`config.mk`:
```
export PLATFORM = sky130hd
export DESIGN_NAME = adcs_sequencer
export DESIGN_NICKNAME = d
export VERILOG_FILES = /design/src/rtl/adcs_pkg.sv /design/src/rtl/adcs_prescaler.sv /design/src/rtl/adcs_sequencer.sv
export SDC_FILE = /design/constraint.sdc
export NUM_CORES = 1
export LEC_CHECK = 0
export ABC_CLOCK_PERIOD_IN_PS = 2550
export BUFFER_PORTS_ARGS = -buffer_cell sky130_fd_sc_hd__buf_4
export CAP_MARGIN = 20
export CORE_MARGIN = 4
export CORE_UTILIZATION = 48
export CTS_CLUSTER_SIZE = 20
export DETAILED_ROUTE_END_ITERATION = 10
export HOLD_SLACK_MARGIN = 0.06
export PLACE_DENSITY = 0.86
export SLEW_MARGIN = 30
export SYNTH_ARGS = -nofsm -noshare
export SYNTH_HDL_FRONTEND = slang
export SYNTH_SLANG_ARGS = --single-unit
```
`constraint.sdc`:
```
create_clock -name clk -period 2.55 [get_ports clk]
set_input_delay 0.3825 -clock clk [delete_from_list [all_inputs] [get_ports clk]]
set_output_delay 0.3825 -clock clk [all_outputs]
set_load 0.01 [all_outputs]
```
`src/rtl/adcs_pkg.sv`:
```
// Shared constants, register map and helpers for the conversion sequencer.
package adcs_pkg;

    // ****************************************************************
    // Register map (byte addresses on the APB)
    // ****************************************************************
    localparam logic [7:0] ADCS_CTRL_OFS = 8'h00;
    localparam logic [7:0] ADCS_INSEL_OFS = 8'h04;
    localparam logic [7:0] ADCS_RESULT_OFS = 8'h08;
    localparam logic [7:0] ADCS_STATUS_OFS = 8'h0C;

    // ****************************************************************
    // Field positions
    // ****************************************************************
    localparam int ADCS_EN_BIT = 7;
    localparam int ADCS_START_BIT = 6;
    localparam int ADCS_AUTO_BIT = 5;
    localparam int ADCS_DONE_BIT = 4;
    localparam int ADCS_FREE_BIT = 3;
    localparam int ADCS_DIV_LSB = 0;
    localparam int ADCS_DIV_W = 3;
    localparam int ADCS_CHAN_LSB = 0;
    localparam int ADCS_CHAN_W = 4;
    localparam int ADCS_AMP_BIT = 4;
    localparam int ADCS_REF_LSB = 6;
    localparam int ADCS_REF_W = 2;
    localparam int ADCS_RES_W = 10;

    // ****************************************************************
    // Reset values
    // ****************************************************************
    localparam logic [ADCS_DIV_W-1:0] ADCS_DIV_RST = 3'h0;
    localparam logic [ADCS_CHAN_W-1:0] ADCS_CHAN_RST = 4'h0;
    localparam logic [ADCS_REF_W-1:0] ADCS_REF_RST = 2'h0;
    localparam logic [ADCS_RES_W-1:0] ADCS_RES_RST = 10'h000;

    // ****************************************************************
    // Conversion timing in converter clock cycles
    // ****************************************************************
    localparam int ADCS_CYC_W = 5;
    localparam logic [ADCS_CYC_W-1:0] ADCS_NORM_CYCLES = 5'd13;
    localparam logic [ADCS_CYC_W-1:0] ADCS_FIRST_CYCLES = 5'd25;
    localparam logic [ADCS_CYC_W-1:0] ADCS_AUTO_CYCLES = 5'd12;
    localparam logic [ADCS_CYC_W-1:0] ADCS_NORM_SH = 5'd3;
    localparam logic [ADCS_CYC_W-1:0] ADCS_FIRST_SH = 5'd13;
    localparam logic [ADCS_CYC_W-1:0] ADCS_AUTO_SH = 5'd2;
    // Trigger synchroniser depth in CPU clock cycles.
    localparam int ADCS_TRIG_SYNC = 3;
    localparam int ADCS_PRE_W = 8;

    // Select 0 and 1 both give divide by two; select n gives two to the n.
    function automatic logic [ADCS_PRE_W-1:0] adcsDivide(input logic [ADCS_DIV_W-1:0] sel);
        logic [ADCS_PRE_W-1:0] d;
        d = 8'h01 << sel;
        if (sel == 3'h0)
        begin
            d = 8'h02;
        end
        return d;
    endfunction

endpackage

```
`src/rtl/adcs_prescaler.sv`:
```
// Converter clock prescaler producing rising and falling edge strobes.
`timescale 1ns/10ps
module adcs_prescaler
    import adcs_pkg::*;
(
    input wire logic clk,
    input wire logic rst_n,
    input wire logic run,
    input wire logic restart,
    input wire logic [ADCS_DIV_W-1:0] divSel,
    output logic riseTick,
    output logic fallTick,
    output logic convClk
);

    logic [ADCS_PRE_W-1:0] count;
    logic [ADCS_PRE_W-1:0] next_count;
    logic next_riseTick;
    logic next_fallTick;
    logic next_convClk;
    logic [ADCS_PRE_W-1:0] divide;

    always_comb
    begin
        divide = adcsDivide(divSel);
        next_riseTick = 1'b0;
        next_fallTick = 1'b0;
        next_convClk = convClk;
        // Held at zero whenever the converter is off or a trigger restarts it.
        if (!run || restart)
        begin
            next_count = '0;
            next_convClk = 1'b0;
        end
        else if (count == divide - 8'h01)
        begin
            next_count = '0;
            next_riseTick = 1'b1;
            next_convClk = 1'b1;
        end
        else
        begin
            next_count = count + 8'h01;
            if (count == (divide >> 1) - 8'h01)
            begin
                next_fallTick = 1'b1;
                next_convClk = 1'b0;
            end
        end
    end

    always_ff @(posedge clk)
    begin
        if (!rst_n)
        begin
            count <= '0;
            riseTick <= 1'b0;
            fallTick <= 1'b0;
            convClk <= 1'b0;
        end
        else
        begin
            count <= next_count;
            riseTick <= next_riseTick;
            fallTick <= next_fallTick;
            convClk <= next_convClk;
        end
    end

endmodule

```
`src/rtl/adcs_sequencer.sv`:
```
// Successive-approximation conversion sequencer with APB register access.
//
// What this block does
// - Prescaler runs only while converter enabled.
// - Converter clock divided down from CPU clock.
// - Start bit begins conversion next converter edge.
// - Normal 13 cycles, first one 25.
// - Sample-hold at 3.5, first at 13.5.
// - Completion stores result, flags, clears start.
// - Start set again restarts at next edge.
// - Trigger resets prescaler for fixed delay.
// - Auto sample-hold two cycles plus sync.
// - Free running restarts, start bit stays set.
// - Selection buffered, copied while idle.
// - Selection frozen once conversion starts.
// - Copying resumes in final converter cycle.
// - Free running change affects conversion after next.
// - Amplified conversion clears start bit.
// - Start bit reads one while converting.
// - Trigger edges during conversion are ignored.
`timescale 1ns/10ps
module adcs_sequencer
    import adcs_pkg::*;
(
    input wire logic clk,
    input wire logic rst_n,
    input wire logic psel,
    input wire logic penable,
    input wire logic pwrite,
    input wire logic [7:0] paddr,
    input wire logic [31:0] pwdata,
    output logic [31:0] prdata,
    output logic pready,
    output logic pslverr,
    input wire logic trigIn,
    input wire logic [ADCS_RES_W-1:0] compResult,
    output logic sampleHold,
    output logic convActive,
    output logic [ADCS_CHAN_W-1:0] channel_select,
    output logic [ADCS_REF_W-1:0] ref_select,
    output logic ampActive
);

    typedef enum logic [1:0] {ADCS_IDLE, ADCS_WAIT_EDGE, ADCS_CONV} adcs_state_t;

    // ****************************************************************
    // Register bus
    // ****************************************************************
    logic conv_enable;
    logic auto_trig_enable;
    logic freeRun;
    logic [ADCS_DIV_W-1:0] clk_div_select;
    logic [ADCS_CHAN_W-1:0] bufChannel;
    logic [ADCS_REF_W-1:0] bufRef;
    logic bufAmp;
    logic next_conv_enable;
    logic next_auto_trig_enable;
    logic next_freeRun;
    logic [ADCS_DIV_W-1:0] next_clk_div_select;
    logic [ADCS_CHAN_W-1:0] next_bufChannel;
    logic [ADCS_REF_W-1:0] next_bufRef;
    logic next_bufAmp;
    logic [31:0] next_prdata;
    logic next_pready;
    logic next_pslverr;
    logic accessDone;
    logic wrCtrl;
    logic mapped;

    // Conversion state.
    adcs_state_t state;
    adcs_state_t next_state;
    logic [ADCS_CYC_W-1:0] cycle;
    logic [ADCS_CYC_W-1:0] next_cycle;
    logic firstConv;
    logic next_firstConv;
    logic autoRun;
    logic next_autoRun;
    logic start_conv;
    logic next_start_conv;
    logic conv_done_flag;
    logic next_conv_done_flag;
    logic [ADCS_RES_W-1:0] result;
    logic [ADCS_RES_W-1:0] next_result;
    logic locked;
    logic next_locked;
    logic next_sampleHold;
    logic next_convActive;
    logic [ADCS_CHAN_W-1:0] next_channel_select;
    logic [ADCS_REF_W-1:0] next_ref_select;
    logic next_ampActive;
    logic presRestart;
    logic [ADCS_CYC_W-1:0] convLen;
    logic [ADCS_CYC_W-1:0] shCycle;

    // Trigger synchroniser.
    logic [ADCS_TRIG_SYNC-1:0] trigSync;
    logic trigEdge;

    logic riseTick;
    logic fallTick;

    adcs_prescaler i_adcs_prescaler (
        .clk(clk),
        .rst_n(rst_n),
        .run(conv_enable),
        .restart(presRestart),
        .divSel(clk_div_select),
        .riseTick(riseTick),
        .fallTick(fallTick),
        .convClk()
    );

    // One wait state: pready rises in the second access cycle.
    assign accessDone = psel && penable && pready;
    assign wrCtrl = accessDone && pwrite && (paddr == ADCS_CTRL_OFS);
    assign mapped = (paddr == ADCS_CTRL_OFS) || (paddr == ADCS_INSEL_OFS) ||
                    (paddr == ADCS_RESULT_OFS) || (paddr == ADCS_STATUS_OFS);

    always_comb
    begin
        next_conv_enable = conv_enable;
        next_auto_trig_enable = auto_trig_enable;
        next_freeRun = freeRun;
        next_clk_div_select = clk_div_select;
        next_bufChannel = bufChannel;
        next_bufRef = bufRef;
        next_bufAmp = bufAmp;
        next_pready = psel && penable && !pready;
        next_pslverr = psel && penable && !pready && !mapped;
        next_prdata = prdata;
        if (psel && penable && !pready)
        begin
            next_prdata = 32'h0000_0000;
            if (!pwrite && paddr == ADCS_CTRL_OFS)
            begin
                next_prdata[ADCS_EN_BIT] = conv_enable;
                next_prdata[ADCS_START_BIT] = start_conv || convActive;
                next_prdata[ADCS_AUTO_BIT] = auto_trig_enable;
                next_prdata[ADCS_DONE_BIT] = conv_done_flag;
                next_prdata[ADCS_FREE_BIT] = freeRun;
                next_prdata[ADCS_DIV_LSB +: ADCS_DIV_W] = clk_div_select;
            end
            else if (!pwrite && paddr == ADCS_INSEL_OFS)
            begin
                next_prdata[ADCS_CHAN_LSB +: ADCS_CHAN_W] = bufChannel;
                next_prdata[ADCS_AMP_BIT] = bufAmp;
                next_prdata[ADCS_REF_LSB +: ADCS_REF_W] = bufRef;
            end
            else if (!pwrite && paddr == ADCS_RESULT_OFS)
            begin
                next_prdata[ADCS_RES_W-1:0] = result;
            end
            else if (!pwrite && paddr == ADCS_STATUS_OFS)
            begin
                next_prdata[ADCS_CHAN_LSB +: ADCS_CHAN_W] = channel_select;
                next_prdata[ADCS_AMP_BIT] = ampActive;
                next_prdata[ADCS_REF_LSB +: ADCS_REF_W] = ref_select;
                next_prdata[8] = convActive;
                next_prdata[9] = firstConv;
            end
        end
        if (wrCtrl)
        begin
            next_conv_enable = pwdata[ADCS_EN_BIT];
            next_auto_trig_enable = pwdata[ADCS_AUTO_BIT];
            next_freeRun = pwdata[ADCS_FREE_BIT];
            next_clk_div_select = pwdata[ADCS_DIV_LSB +: ADCS_DIV_W];
        end
        // Writes land in the buffer only; the analog side never sees them directly.
        if (accessDone && pwrite && paddr == ADCS_INSEL_OFS)
        begin
            next_bufChannel = pwdata[ADCS_CHAN_LSB +: ADCS_CHAN_W];
            next_bufAmp = pwdata[ADCS_AMP_BIT];
            next_bufRef = pwdata[ADCS_REF_LSB +: ADCS_REF_W];
        end
    end

    always_ff @(posedge clk)
    begin
        if (!rst_n)
        begin
            conv_enable <= 1'b0;
            auto_trig_enable <= 1'b0;
            freeRun <= 1'b0;
            clk_div_select <= ADCS_DIV_RST;
            bufChannel <= ADCS_CHAN_RST;
            bufRef <= ADCS_REF_RST;
            bufAmp <= 1'b0;
            prdata <= 32'h0000_0000;
            pready <= 1'b0;
            pslverr <= 1'b0;
        end
        else
        begin
            conv_enable <= next_conv_enable;
            auto_trig_enable <= next_auto_trig_enable;
            freeRun <= next_freeRun;
            clk_div_select <= next_clk_div_select;
            bufChannel <= next_bufChannel;
            bufRef <= next_bufRef;
            bufAmp <= next_bufAmp;
            prdata <= next_prdata;
            pready <= next_pready;
            pslverr <= next_pslverr;
        end
    end

    // ****************************************************************
    // Trigger synchronisation
    // ****************************************************************
    // The edge is judged on the last two stages, which costs three CPU cycles.
    always_ff @(posedge clk)
    begin
        if (!rst_n)
        begin
            trigSync <= '0;
        end
        else
        begin
            trigSync <= {trigSync[ADCS_TRIG_SYNC-2:0], trigIn};
        end
    end

    assign trigEdge = trigSync[ADCS_TRIG_SYNC-2] && !trigSync[ADCS_TRIG_SYNC-1];

    // ****************************************************************
    // Conversion sequencing
    // ****************************************************************
    always_comb
    begin
        next_state = state;
        next_cycle = cycle;
        next_firstConv = firstConv;
        next_autoRun = autoRun;
        next_start_conv = start_conv;
        next_result = result;
        next_locked = locked;
        next_sampleHold = 1'b0;
        presRestart = 1'b0;
        // Clear first so that a completion in the same cycle still sets the flag.
        next_conv_done_flag = conv_done_flag;
        if (wrCtrl && pwdata[ADCS_DONE_BIT])
        begin
            next_conv_done_flag = 1'b0;
        end
        if (firstConv)
        begin
            convLen = ADCS_FIRST_CYCLES;
            shCycle = ADCS_FIRST_SH;
        end
        else if (autoRun)
        begin
            convLen = ADCS_AUTO_CYCLES;
            shCycle = ADCS_AUTO_SH - 5'd1;
        end
        else
        begin
            convLen = ADCS_NORM_CYCLES;
            shCycle = ADCS_NORM_SH;
        end
        if (!conv_enable)
        begin
            next_state = ADCS_IDLE;
            next_start_conv = 1'b0;
            next_firstConv = 1'b1;
            next_locked = 1'b0;
            next_autoRun = 1'b0;
        end
        else
        begin
            case (state)
                ADCS_IDLE:
                begin
                    if (start_conv)
                    begin
                        next_state = ADCS_WAIT_EDGE;
                    end
                    else if (trigEdge && auto_trig_enable && !freeRun)
                    begin
                        presRestart = 1'b1;
                        next_state = ADCS_CONV;
                        next_cycle = '0;
                        next_autoRun = 1'b1;
                        next_locked = 1'b1;
                    end
                end
                ADCS_WAIT_EDGE:
                begin
                    if (riseTick)
                    begin
                        next_state = ADCS_CONV;
                        next_cycle = '0;
                        next_autoRun = 1'b0;
                        next_locked = 1'b1;
                    end
                end
                ADCS_CONV:
                begin
                    // Trigger edges are not looked at in this state.
                    if (autoRun && !firstConv && riseTick && cycle == shCycle)
                    begin
                        next_sampleHold = 1'b1;
                    end
                    else if ((firstConv || !autoRun) && fallTick && cycle == shCycle)
                    begin
                        next_sampleHold = 1'b1;
                    end
                    if (riseTick)
                    begin
                        next_cycle = cycle + 5'd1;
                        if (cycle == convLen - 5'd2)
                        begin
                            next_locked = 1'b0;
                        end
                        if (cycle == convLen - 5'd1)
                        begin
                            next_result = compResult;
                            next_conv_done_flag = 1'b1;
                            next_firstConv = 1'b0;
                            next_cycle = '0;
                            // Amplified channels cannot free-run on their own.
                            if (auto_trig_enable && freeRun && !ampActive)
                            begin
                                next_locked = 1'b1;
                                next_autoRun = 1'b0;
                            end
                            else
                            begin
                                next_state = ADCS_IDLE;
                                next_start_conv = 1'b0;
                                next_autoRun = 1'b0;
                            end
                        end
                    end
                end
                default:
                begin
                    next_state = ADCS_IDLE;
                end
            endcase
        end
        if (wrCtrl && pwdata[ADCS_EN_BIT] && pwdata[ADCS_START_BIT])
        begin
            next_start_conv = 1'b1;
        end
        next_convActive = (next_state == ADCS_CONV);
        next_channel_select = channel_select;
        next_ref_select = ref_select;
        next_ampActive = ampActive;
        if (!locked)
        begin
            next_channel_select = bufChannel;
            next_ref_select = bufRef;
            next_ampActive = bufAmp;
        end
    end

    always_ff @(posedge clk)
    begin
        if (!rst_n)
        begin
            state <= ADCS_IDLE;
            cycle <= '0;
            firstConv <= 1'b1;
            autoRun <= 1'b0;
            start_conv <= 1'b0;
            conv_done_flag <= 1'b0;
            result <= ADCS_RES_RST;
            locked <= 1'b0;
            sampleHold <= 1'b0;
            convActive <= 1'b0;
            channel_select <= ADCS_CHAN_RST;
            ref_select <= ADCS_REF_RST;
            ampActive <= 1'b0;
        end
        else
        begin
            state <= next_state;
            cycle <= next_cycle;
            firstConv <= next_firstConv;
            autoRun <= next_autoRun;
            start_conv <= next_start_conv;
            conv_done_flag <= next_conv_done_flag;
            result <= next_result;
            locked <= next_locked;
            sampleHold <= next_sampleHold;
            convActive <= next_convActive;
            channel_select <= next_channel_select;
            ref_select <= next_ref_select;
            ampActive <= next_ampActive;
        end
    end

endmodule

```
==> results.toml, run 1 <==
[sta]
slew_headroom_pct = 60.27
clock.fmax_mhz = 419.9
tns_ns = 0
finalHoldViolations = 0
fin_crit_sh_pct = 93.40
drv_slew = 0
period_needed_ns = 2.382
setup_viol = 0
finalClockSkew_ns = 0.009528
grt_setup_unrepaired = "no"
setup_slack_ns = 0.1682
worst_pin_slew_ns = 0.5951

[cells_and_area]
fin_nets = 526
post-route-util_pct = 56.36
diodes = 0
multi_input_area_sq_um = 2143
area_delta_synth_final_pct = 15.01
n_fill_cell = 642
final_cell_area_sq_um = 4333
drive_above_1_share_pct = 20.99
regArea_sq_um = 1381

[die]
die_area_sq_um = 9330
chipWidth_um = 96.59
start_util_pct = 49.01
io_pins = 99
core_sq_um = 7687
num_rows = 32
die-height_um = 96.59

[synth]
yosysSeqAreaShare_pct = 36.67
syn_area_per_cell_sq_um = 8.949
ys_ff_latch = 69
ys.flop_type = "dfxtp_1"
synth_cell_types = 64
yosysWarningCount = 0
synthArstFlopShare_pct = 0
synth.largest_area_cell = "dfxtp_1"
synth-edff-count = 0
netlist_top_cells_area = "dfxtp_1 (37%), mux2i_1 (8.5%), nor2_1 (5.2%), buf_4 (4.6%), mux4_2 (4.2%)"
synth_top_area_share_pct = 36.67
netlist_instances = 421
synth_area_sq_um = 3767

[clock_network]
hold_buffers = 0
htree_levels = 3
post_cts_resized = 0
clkSlewWorstSetupHoldPaths_ns = 0.08
cts_max_path_buffers = 2
numCtsBuffers = 9
clock_sinks = 69
insertion_delay_ns = 0.35
post_cts_buffers = 0
cts_root_buffer = "clkbuf_8"
cts_tree = "yes"

[power_and_ir_drop]
clkPwrFrac_pct = 42.1
intPower_mw = 1.567
ir_drop_v = 0.0003930
p_sw_mw = 0.4704
power.leakage_nw = 1.724
swShare_pct = 23.09
p_seq_share_pct = 53.1
comb_power_share_pct = 4.8
p_per_area_nw_per_um2 = 470.2

[setup_path]
critical_path_peak_fanout = 9
cp_num_buf_inv = 1
path_cells = "inv_1 -> or3_1 -> ha_1 -> nor3b_1 -> a21o_1 -> a221oi_1 -> nor4_4 -> and3_1"
critPathLaunchType = "register"
critical_path_arrival_ns = 2.67
end_kind = "register"
critPathTopFamily = "simple AND/OR/NAND/NOR gates"
cp.required_ns = 2.84
crit_type = "reg2reg"
critical_path.slowest_cell = "nor4_4"
max_stage_delay_ns = 0.53

[route]
drc = 0
drtAntennaViolNets = 0
wl_um = 8949
avgViaCountPerCell = 5.664
drtPass1Iterations = 5
num_vias = 3223
drt_iter0_markers = 155
wire_per_inst_um = 15.73

[grt]
grt_use_total_pct = 19.58
antenna_found_initial = 0
grt_max_degree = 45
grt_pass1_vias = 3024
grt_pass1_wl_um = 14300
grt-ovfl-total = 0

[flow_run]
cap_viol_max_count = 0

[worst_hold_path]
holdCritPathClass = "in2reg"

[placed_design]
portBuffers = 52
detailedPlacementHpwl_um = 6268
gp_congestion = 0.8661
placed_cell_area_sq_um = 4144
place_ws_ns = 0.1862

[outcome]
outcome = "finished, final reports clean"
-- metal layers --
| metal | GRT usage [%] | wire [um] | up-vias |
|---|---|---|---|
| li1 | - | - | 1530 |
| met1 | 24.14 | 3668 | 1548 |
| met2 | 33.33 | 4516 | 132 |
| met3 | 5.112 | 653 | 13 |
| met4 | 6.192 | 110 | 0 |
| met5 | 0 | 0 | - |
-- metrics by stage --
stage / std cells / power (mW) / hold slack [ns]
5_1_grt: 569 / 2.104 / 0.2468
6_report: 569 / 2.037 / 0.2579
4_1_cts: 569 / 2.050 / 0.2496
2_1_floorplan: 442 / 1.177 / 0.4119
3_5_place_dp: 554 / 1.203 / 0.4278
3_3_place_gp: 554 / 1.201 / 0.4202
-- cells in the final DEF (no fill, tap or decap), types with 4 or more instances in the layout --
| master | netlist | layout |
|---|---|---|
| conb_1 | 1 | 22 |
| nand2_1 | 24 | 24 |
| and2_1 | 7 | 7 |
| mux2i_1 | 32 | 32 |
| o21ai_0 | 8 | 8 |
| nor2b_1 | 4 | 4 |
| clkbuf_8 | 0 | 9 |
| nor3_1 | 10 | 10 |
| xor2_1 | 5 | 5 |
| inv_1 | 8 | 8 |
| nor3b_1 | 4 | 4 |
| nor2_1 | 52 | 52 |
| a21oi_1 | 23 | 23 |
| nand4_1 | 4 | 4 |
| mux4_2 | 7 | 7 |
| nand3_1 | 14 | 14 |
| buf_4 | 23 | 61 |
| ha_1 | 7 | 7 |
| a22oi_1 | 8 | 8 |
| and3_1 | 5 | 5 |
| xnor2_1 | 14 | 14 |
| or3_1 | 6 | 6 |
| dfxtp_1 | 69 | 69 |
-- final timing paths --
kind	depth (start not counted)	slack, ns	startpoint	endpoint
worst max register to register	8	0.17	clk_div_select[1]	i_adcs_prescaler.riseTick
worst min-delay path	2	0.26	trigIn	trigSync[0]
worst max-delay path	8	0.17	clk_div_select[1]	i_adcs_prescaler.riseTick
worst min register to register	1	0.44	trigSync[0]	trigSync[1]
-- cell usage after synthesis, drive strengths merged, types with 8 or more instances --
cell type  count
dfxtp         69
clkbuf        23
a21oi         24
nor3          10
o21ai          9
buf           28
a22oi          8
mux2i         32
nand2         24
nand3         14
xnor2         14
nor2          52
inv            8
-- final cells by class --
cell class	instances	share of cell area (%)
clock buffer	9	2.859
clock inverter	6	1.502
inverter	9	0.7797
multi-input combinational	313	49.47
sequential	69	31.88
tap	102	2.945
timing repair buffer	61	10.57
-- worst register-to-register path, stage by stage, from the launching register on --
cell,delay (ns)
dfxtp_1,0.40
inv_1,0.11
or3_1,0.32
ha_1,0.29
nor3b_1,0.21
a21o_1,0.11
a221oi_1,0.12
nor4_4,0.53
and3_1,0.23
-- power by group through the flow --
stage | clock network, mW | logic, mW | registers (mW)
6_report | 0.859 | 0.0973 | 1.08
5_1_grt | 0.916 | 0.106 | 1.08
4_1_cts | 0.872 | 0.0967 | 1.08
3_5_place_dp | 0 | 0.0966 | 1.11
3_3_place_gp | 0 | 0.0944 | 1.11
2_1_floorplan | 0 | 0.0703 | 1.11
-- kinds of logic (layout without fill, tap and decap cells) --
family | after synthesis | count (layout) | share of synthesized area, %
AND/OR/NAND/NOR | 150 | 150 | 20.46
AO/OA/AOI/OAI | 73 | 73 | 13.58
flip-flops | 69 | 69 | 36.67
buffers and inverters | 60 | 85 | 8.900
multiplexers | 41 | 41 | 13.28
XOR/XNOR | 19 | 19 | 4.417
adder cells (fa/ha/maj) | 8 | 8 | 2.590
other | 1 | 22 | 0.09954
-- sequential cells by signal, summed over array words and instances (netlist names), 2 cells and up --
| signal | count |
|---|---|
| bufChannel | 4 |
| prdata | 10 |
| trigSync | 3 |
| cycle | 5 |
| channel_select | 4 |
| i_adcs_prescaler.count | 8 |
| state | 2 |
| bufRef | 2 |
| result | 10 |
| clk_div_select | 3 |
| ref_select | 2 |
No activity file was read; power rests on OpenSTA's default activity.
==> inputs of run 2 (changes only) <==
SETUP_SLACK_MARGIN = 0.5   (was not set)
SKIP_LAST_GASP = 1   (was not set)
==> run 2 against run 1 <==
Effect of this change:
- global-route usage down 0.50 points
- core utilization is 3.0 points higher
- cell count increased by 1.9%
- critical path depth rose by 1
- final area grew 5.3%
- via count rose by 3.3%
- routed wire length rose by 3.2%
- setup slack improved by 0.30 ns
- register-to-register slack gained 0.30 ns
- critical endpoint unchanged
- highest routed layer unchanged
==> results.toml, run 2 (synthesized netlist as in run 1, its figures left out) <==
[placed_design]
portBuffers = 52
place_inst = 552
detailedPlacementHpwl_um = 6228
gp_congestion = 0.8162

[setup_path]
r2r-start = "clk_div_select[1]"
worstReg2RegEnd = "i_adcs_prescaler.riseTick"
reg2reg_slack_ns = 0.47
end_kind = "register"
crit_type = "reg2reg"
cp.required_ns = 2.79
critPathLaunchType = "register"
critical_path_arrival_ns = 2.33
critical_path_peak_fanout = 8
cp-startpoint = "clk_div_select[1]"
reg2reg_depth = 9
crit_path_end = "i_adcs_prescaler.riseTick"

[cells_and_area]
fin_nets = 536
largest_registers = "prdata x10, result x10, i_adcs_prescaler.count x8"
layout_commonest_cell = "buf_4"
most-common-layout-cells = "buf_4 (68), dfxtp_1 (61), nor2_1 (52), mux2i_1 (32), nand2_1 (24)"
area_delta_synth_final_pct = 21.09
diodes = 0
final_cells = 580
drive_above_1_share_pct = 27.62

[route]
drtPass1Iterations = 6
drtAntennaViolNets = 0
wl_um = 9239
drt_iter0_markers = 184
wire_per_inst_um = 15.93
drc = 0
avgViaCountPerCell = 5.738
num_vias = 3328

[sta]
drv_slew = 0
period_needed_ns = 2.083
grt_setup_unrepaired = "yes"
finalHoldViolations = 0
clock.fmax_mhz = 480.0
setup_viol = 0
tns_ns = 0
worst_pin_slew_ns = 0.6032
hold_ws_ns = 0.2588
finalClockSkew_ns = 0.01275
fin_crit_sh_pct = 81.70
slew_headroom_pct = 59.66

[clock_network]
clock_sinks = 69
htree_levels = 3
numCtsBuffers = 9
cts_max_path_buffers = 2
cts_tree = "yes"
insertion_delay_ns = 0.35
cts_root_buffer = "clkbuf_8"
clkSlewWorstSetupHoldPaths_ns = 0.08

[power_and_ir_drop]
clkPwrFrac_pct = 46.8
finalPower_mw = 2.208
comb_power_share_pct = 4.4
ir_drop_v = 0.0002798
p_per_area_nw_per_um2 = 484.1
p_sw_mw = 0.5051
swShare_pct = 22.87
p_seq_share_pct = 48.9
power.leakage_nw = 1.809
intPower_mw = 1.703

[worst_hold_path]
holdCritPathClass = "in2reg"

[die]
core_sq_um = 7687
die-height_um = 96.59
die_area_sq_um = 9330
io_pins = 99
num_rows = 32
chipWidth_um = 96.59
start_util_pct = 49.01

[flow_run]
cap_viol_max_count = 0

[grt]
grt_pass1_vias = 2997
antenna_found_initial = 0
grt_use_total_pct = 19.08
grt-ovfl-total = 0
grt_max_degree = 41
grt_pass1_wl_um = 14030

[outcome]
outcome = "finished, final reports clean"
-- run 2: changes by cell type in the layout (fill, tap and decap cells not counted), sizes merged --
| cell | delta |
|---|---|
| buf | +10 |
| clkinv | -2 |
| bufinv | +1 |
| clkbuf | +1 |
| inv | +1 |
-- run 2: what timing repair did --
| item | in CTS | in global routing |
|---|---|---|
| hold buffers | 0 | 0 |
| endpoints found under the setup margin | 11 | 25 |
| gates resized for setup | 9 | 21 |
| buffers inserted | 7 | 5 |
| pin swaps | 4 | 2 |
-- run 2: layer usage --
metal | global-route usage (%) | vias up | part of all wire [%]
met4 | 6.659 | 0 | 1.7
met3 | 4.493 | 29 | 7.0
met1 | 23.70 | 1585 | 42
li1 | - | 1566 | -
met2 | 32.36 | 148 | 50
met5 | 0 | - | 0
-- run 2: through the flow --
| stage | worst slack (ns) | utilization, % | instance area (sq um) |
|---|---|---|---|
| after floorplan | 0.2815 | - | 3909 |
| after global placement | 0.3458 | 54.02 | 4153 |
| after detailed placement | 0.3016 | 54.02 | 4153 |
| after CTS | 0.5017 | 57.99 | 4458 |
| after global routing | 0.3933 | 59.34 | 4562 |
| final | 0.4667 | 59.34 | 4562 |
-- run 2: final cells by class --
cell class / count / area [sq um]
Tap cell: 102 / 127.6
Inverter: 9 / 33.78
Multi-Input combinational cell: 313 / 2228
Timing Repair Buffer: 71 / 544.3
Clock inverter: 6 / 93.84
Sequential cell: 69 / 1396
Fill cell: 610 / 3126
Clock buffer: 10 / 137.6
-- run 2: power by group through the flow --
stage / logic, mW / clock network [mW] / registers (mW)
6_report: 0.0963 / 1.03 / 1.08
3_5_place_dp: 0.0947 / 0 / 1.11
4_1_cts: 0.0949 / 1.04 / 1.08
2_1_floorplan: 0.0703 / 0 / 1.11
3_3_place_gp: 0.0937 / 0 / 1.11
5_1_grt: 0.105 / 1.09 / 1.08
-- run 2: worst min-delay path by stage --
| stage | startpoint | end | slack, ns | cells after the start |
|---|---|---|---|---|
| 3_3_place_gp | trigSync[0] | trigSync[1] | 0.42 | 1 |
| 4_1_cts | trigIn | trigSync[0] | 0.26 | 2 |
| 5_1_grt | trigIn | trigSync[0] | 0.26 | 2 |
| 6_report | trigIn | trigSync[0] | 0.26 | 2 |
| 2_1_floorplan | trigSync[0] | trigSync[1] | 0.41 | 1 |
| 3_5_place_dp | trigSync[0] | trigSync[1] | 0.43 | 1 |
-- run 2: critical path, stage by stage, from the launching register on --
cell and delay (ns):
dfxtp_2 0.37, inv_2 0.06, or3_4 0.37, ha_4 0.19, buf_6 0.13, xnor2_2 0.12
o22a_1 0.15, nor2_1 0.04, or3_4 0.38, and3_4 0.16
==> inputs of run 3 (changes only) <==
ABC_CLOCK_PERIOD_IN_PS = 2110   (was 2550)
CORE_UTILIZATION = 53   (was 48)
PLACE_DENSITY = 0.89   (was 0.86)
clock period = 2.11 ns   (was 2.55 ns; I/O delays follow)
==> run 3 against run 2 <==
Effect of this change:
- final area grew 9.7%
- combinational power grew 33%
- clock power grew 5%
- global-route usage grew 6.6 points
- first-iteration DRC count grew 35%
- count of clock-buffer cells in the layout is the same
- critical path type unchanged
- largest power group unchanged
- highest routed layer unchanged
==> results.toml, run 3 (synthesized netlist as in run 1, its figures left out) <==
[outcome]
outcome = "finished, final reports clean"

[die]
core_sq_um = 6832
chipWidth_um = 92.31
io_pins = 99
num_rows = 30
start_util_pct = 55.15
die_area_sq_um = 8521
die-height_um = 92.31

[cells_and_area]
most-common-layout-cells = "buf_4 (90), dfxtp_1 (56), nor2_1 (52), mux2i_1 (28), nand2_1 (23)"
post-route-util_pct = 73.28
layout_commonest_cell = "buf_4"
drive_above_1_share_pct = 39.76
largest_registers = "prdata x10, result x10, i_adcs_prescaler.count x8"
n_fill_cell = 440
area_delta_synth_final_pct = 32.88
diodes = 0
fin_nets = 566

[clock_network]
insertion_delay_ns = 0.35
hold_buffers = 0
cts_root_buffer = "clkbuf_8"
htree_levels = 3
cts_tree = "yes"
cts_max_path_buffers = 2
clkSlewWorstSetupHoldPaths_ns = 0.08
clock_sinks = 69
numCtsBuffers = 9

[route]
drtAntennaViolNets = 0
drtPass1Iterations = 7
drc = 0
drt_iter0_markers = 249
wire_per_inst_um = 19.13
avgViaCountPerCell = 5.992
num_vias = 3619
wl_um = 11560

[sta]
slew_headroom_pct = 63.47
drv_slew = 0
setup_viol = 0
tns_ns = 0
period_needed_ns = 2.036
finalHoldViolations = 0
fin_crit_sh_pct = 96.49
clock.fmax_mhz = 491.2
worst_pin_slew_ns = 0.5472
finalClockSkew_ns = 0.01287
grt_setup_unrepaired = "yes"

[setup_path]
worstReg2RegEnd = "cycle[4]"
r2r-start = "trigSync[2]"
critical_path_arrival_ns = 2.31
end_kind = "register"
reg2reg_slack_ns = 0.07
critPathLaunchType = "register"
critical_path_peak_fanout = 4
crit_type = "reg2reg"
cp.required_ns = 2.39
reg2reg_depth = 5

[power_and_ir_drop]
p_sw_mw = 0.6110
ir_drop_v = 0.0005139
power.leakage_nw = 1.989
p_seq_share_pct = 51.9
p_per_area_nw_per_um2 = 501.0
clkPwrFrac_pct = 43.0
swShare_pct = 24.36
intPower_mw = 1.897
comb_power_share_pct = 5.1

[worst_hold_path]
hold_depth = 2
holdCritPathClass = "in2reg"
hold_end = "trigSync[0]"
hold_start = "trigIn"

[grt]
grt_pass1_vias = 3501
antenna_found_initial = 0
grt_max_degree = 41
gr-usage-met3_pct = 5.037
use_met2_pct = 45.56
grt-ovfl-total = 0
grt_pass1_wl_um = 17450
grt_use_total_pct = 25.65
met1_usage_pct = 29.68
top_usage_layer = "met2"

[placed_design]
gp_congestion = 0.8389
detailedPlacementHpwl_um = 6723
portBuffers = 52

[flow_run]
cap_viol_max_count = 0
==> run 3: power groups by stage <==
stage | Sequential, mW | Combinational [mW] | Clock (mW)
after floorplan | 1.34 | 0.0867 | 0
after global placement | 1.34 | 0.119 | 0
after detailed placement | 1.34 | 0.121 | 0
after CTS | 1.30 | 0.123 | 1.07
after global routing | 1.30 | 0.136 | 1.15
final | 1.30 | 0.128 | 1.08
==> run 3: area by class of cell <==
type                    count  area (sq um)  share of cell area (%)
multi-input cells         313          2457                   49.09
flip-flops and latches     69          1410                   28.17
repair buffers            101         793.3                   15.85
clock buffers              10         127.6                   2.549
well taps                  96         120.1                   2.399
clock inverters             6         63.81                   1.275
inverters                   9         33.78                  0.6748
==> run 3: layer usage <==
metal  part of all wire [%]  up-vias  wire length, um
met4                    4.3        0              501
met5                      0        -                0
met2                     53      212             6090
li1                       -     1619                -
met1                     36     1729             4168
met3                    6.9       59              794
==> run 3: worst max path at each step <==
stage | from | end | slack (ns) | depth (start not counted)
6_report | trigSync[2] | cycle[4] | 0.07 | 5
3_3_place_gp | clk_div_select[1] | i_adcs_prescaler.count[5] | 0.02 | 9
5_1_grt | clk_div_select[1] | i_adcs_prescaler.count[1] | 0.009 | 9
3_5_place_dp | clk_div_select[1] | i_adcs_prescaler.count[4] | -0.07 | 9
2_1_floorplan | clk_div_select[2] | i_adcs_prescaler.riseTick | -0.16 | 10
4_1_cts | clk_div_select[1] | i_adcs_prescaler.riseTick | 0.13 | 7
==> run 3: what timing repair did <==
item                       in CTS  in global routing
buffers inserted               14                 10
setup endpoints to repair      37                 41
pin swaps                      20                 19
gates cloned                    1                  0
resized for setup              33                 46
==> run 3: per-stage QoR <==
step / hold WS, ns / total power, mW / setup slack, ns / area [sq um] / cells
after floorplan: 0.4119 / 1.424 / -0.1585 / 4021 / 442
after global placement: 0.4158 / 1.456 / 0.02108 / 4343 / 563
after detailed placement: 0.4259 / 1.459 / -0.06967 / 4343 / 563
after CTS: 0.1787 / 2.496 / 0.1349 / 4746 / 594
after global routing: 0.1961 / 2.583 / 0.009352 / 5006 / 604
final: 0.1854 / 2.508 / 0.07400 / 5006 / 604
==> run 3: worst max-delay path, stage by stage (launching register included) <==
cell and delay [ns]:
dfxtp_2 0.33, or4b_4 0.56, a2111o_1 0.47, or3_1 0.33, a21o_1 0.17, a21oi_2 0.11
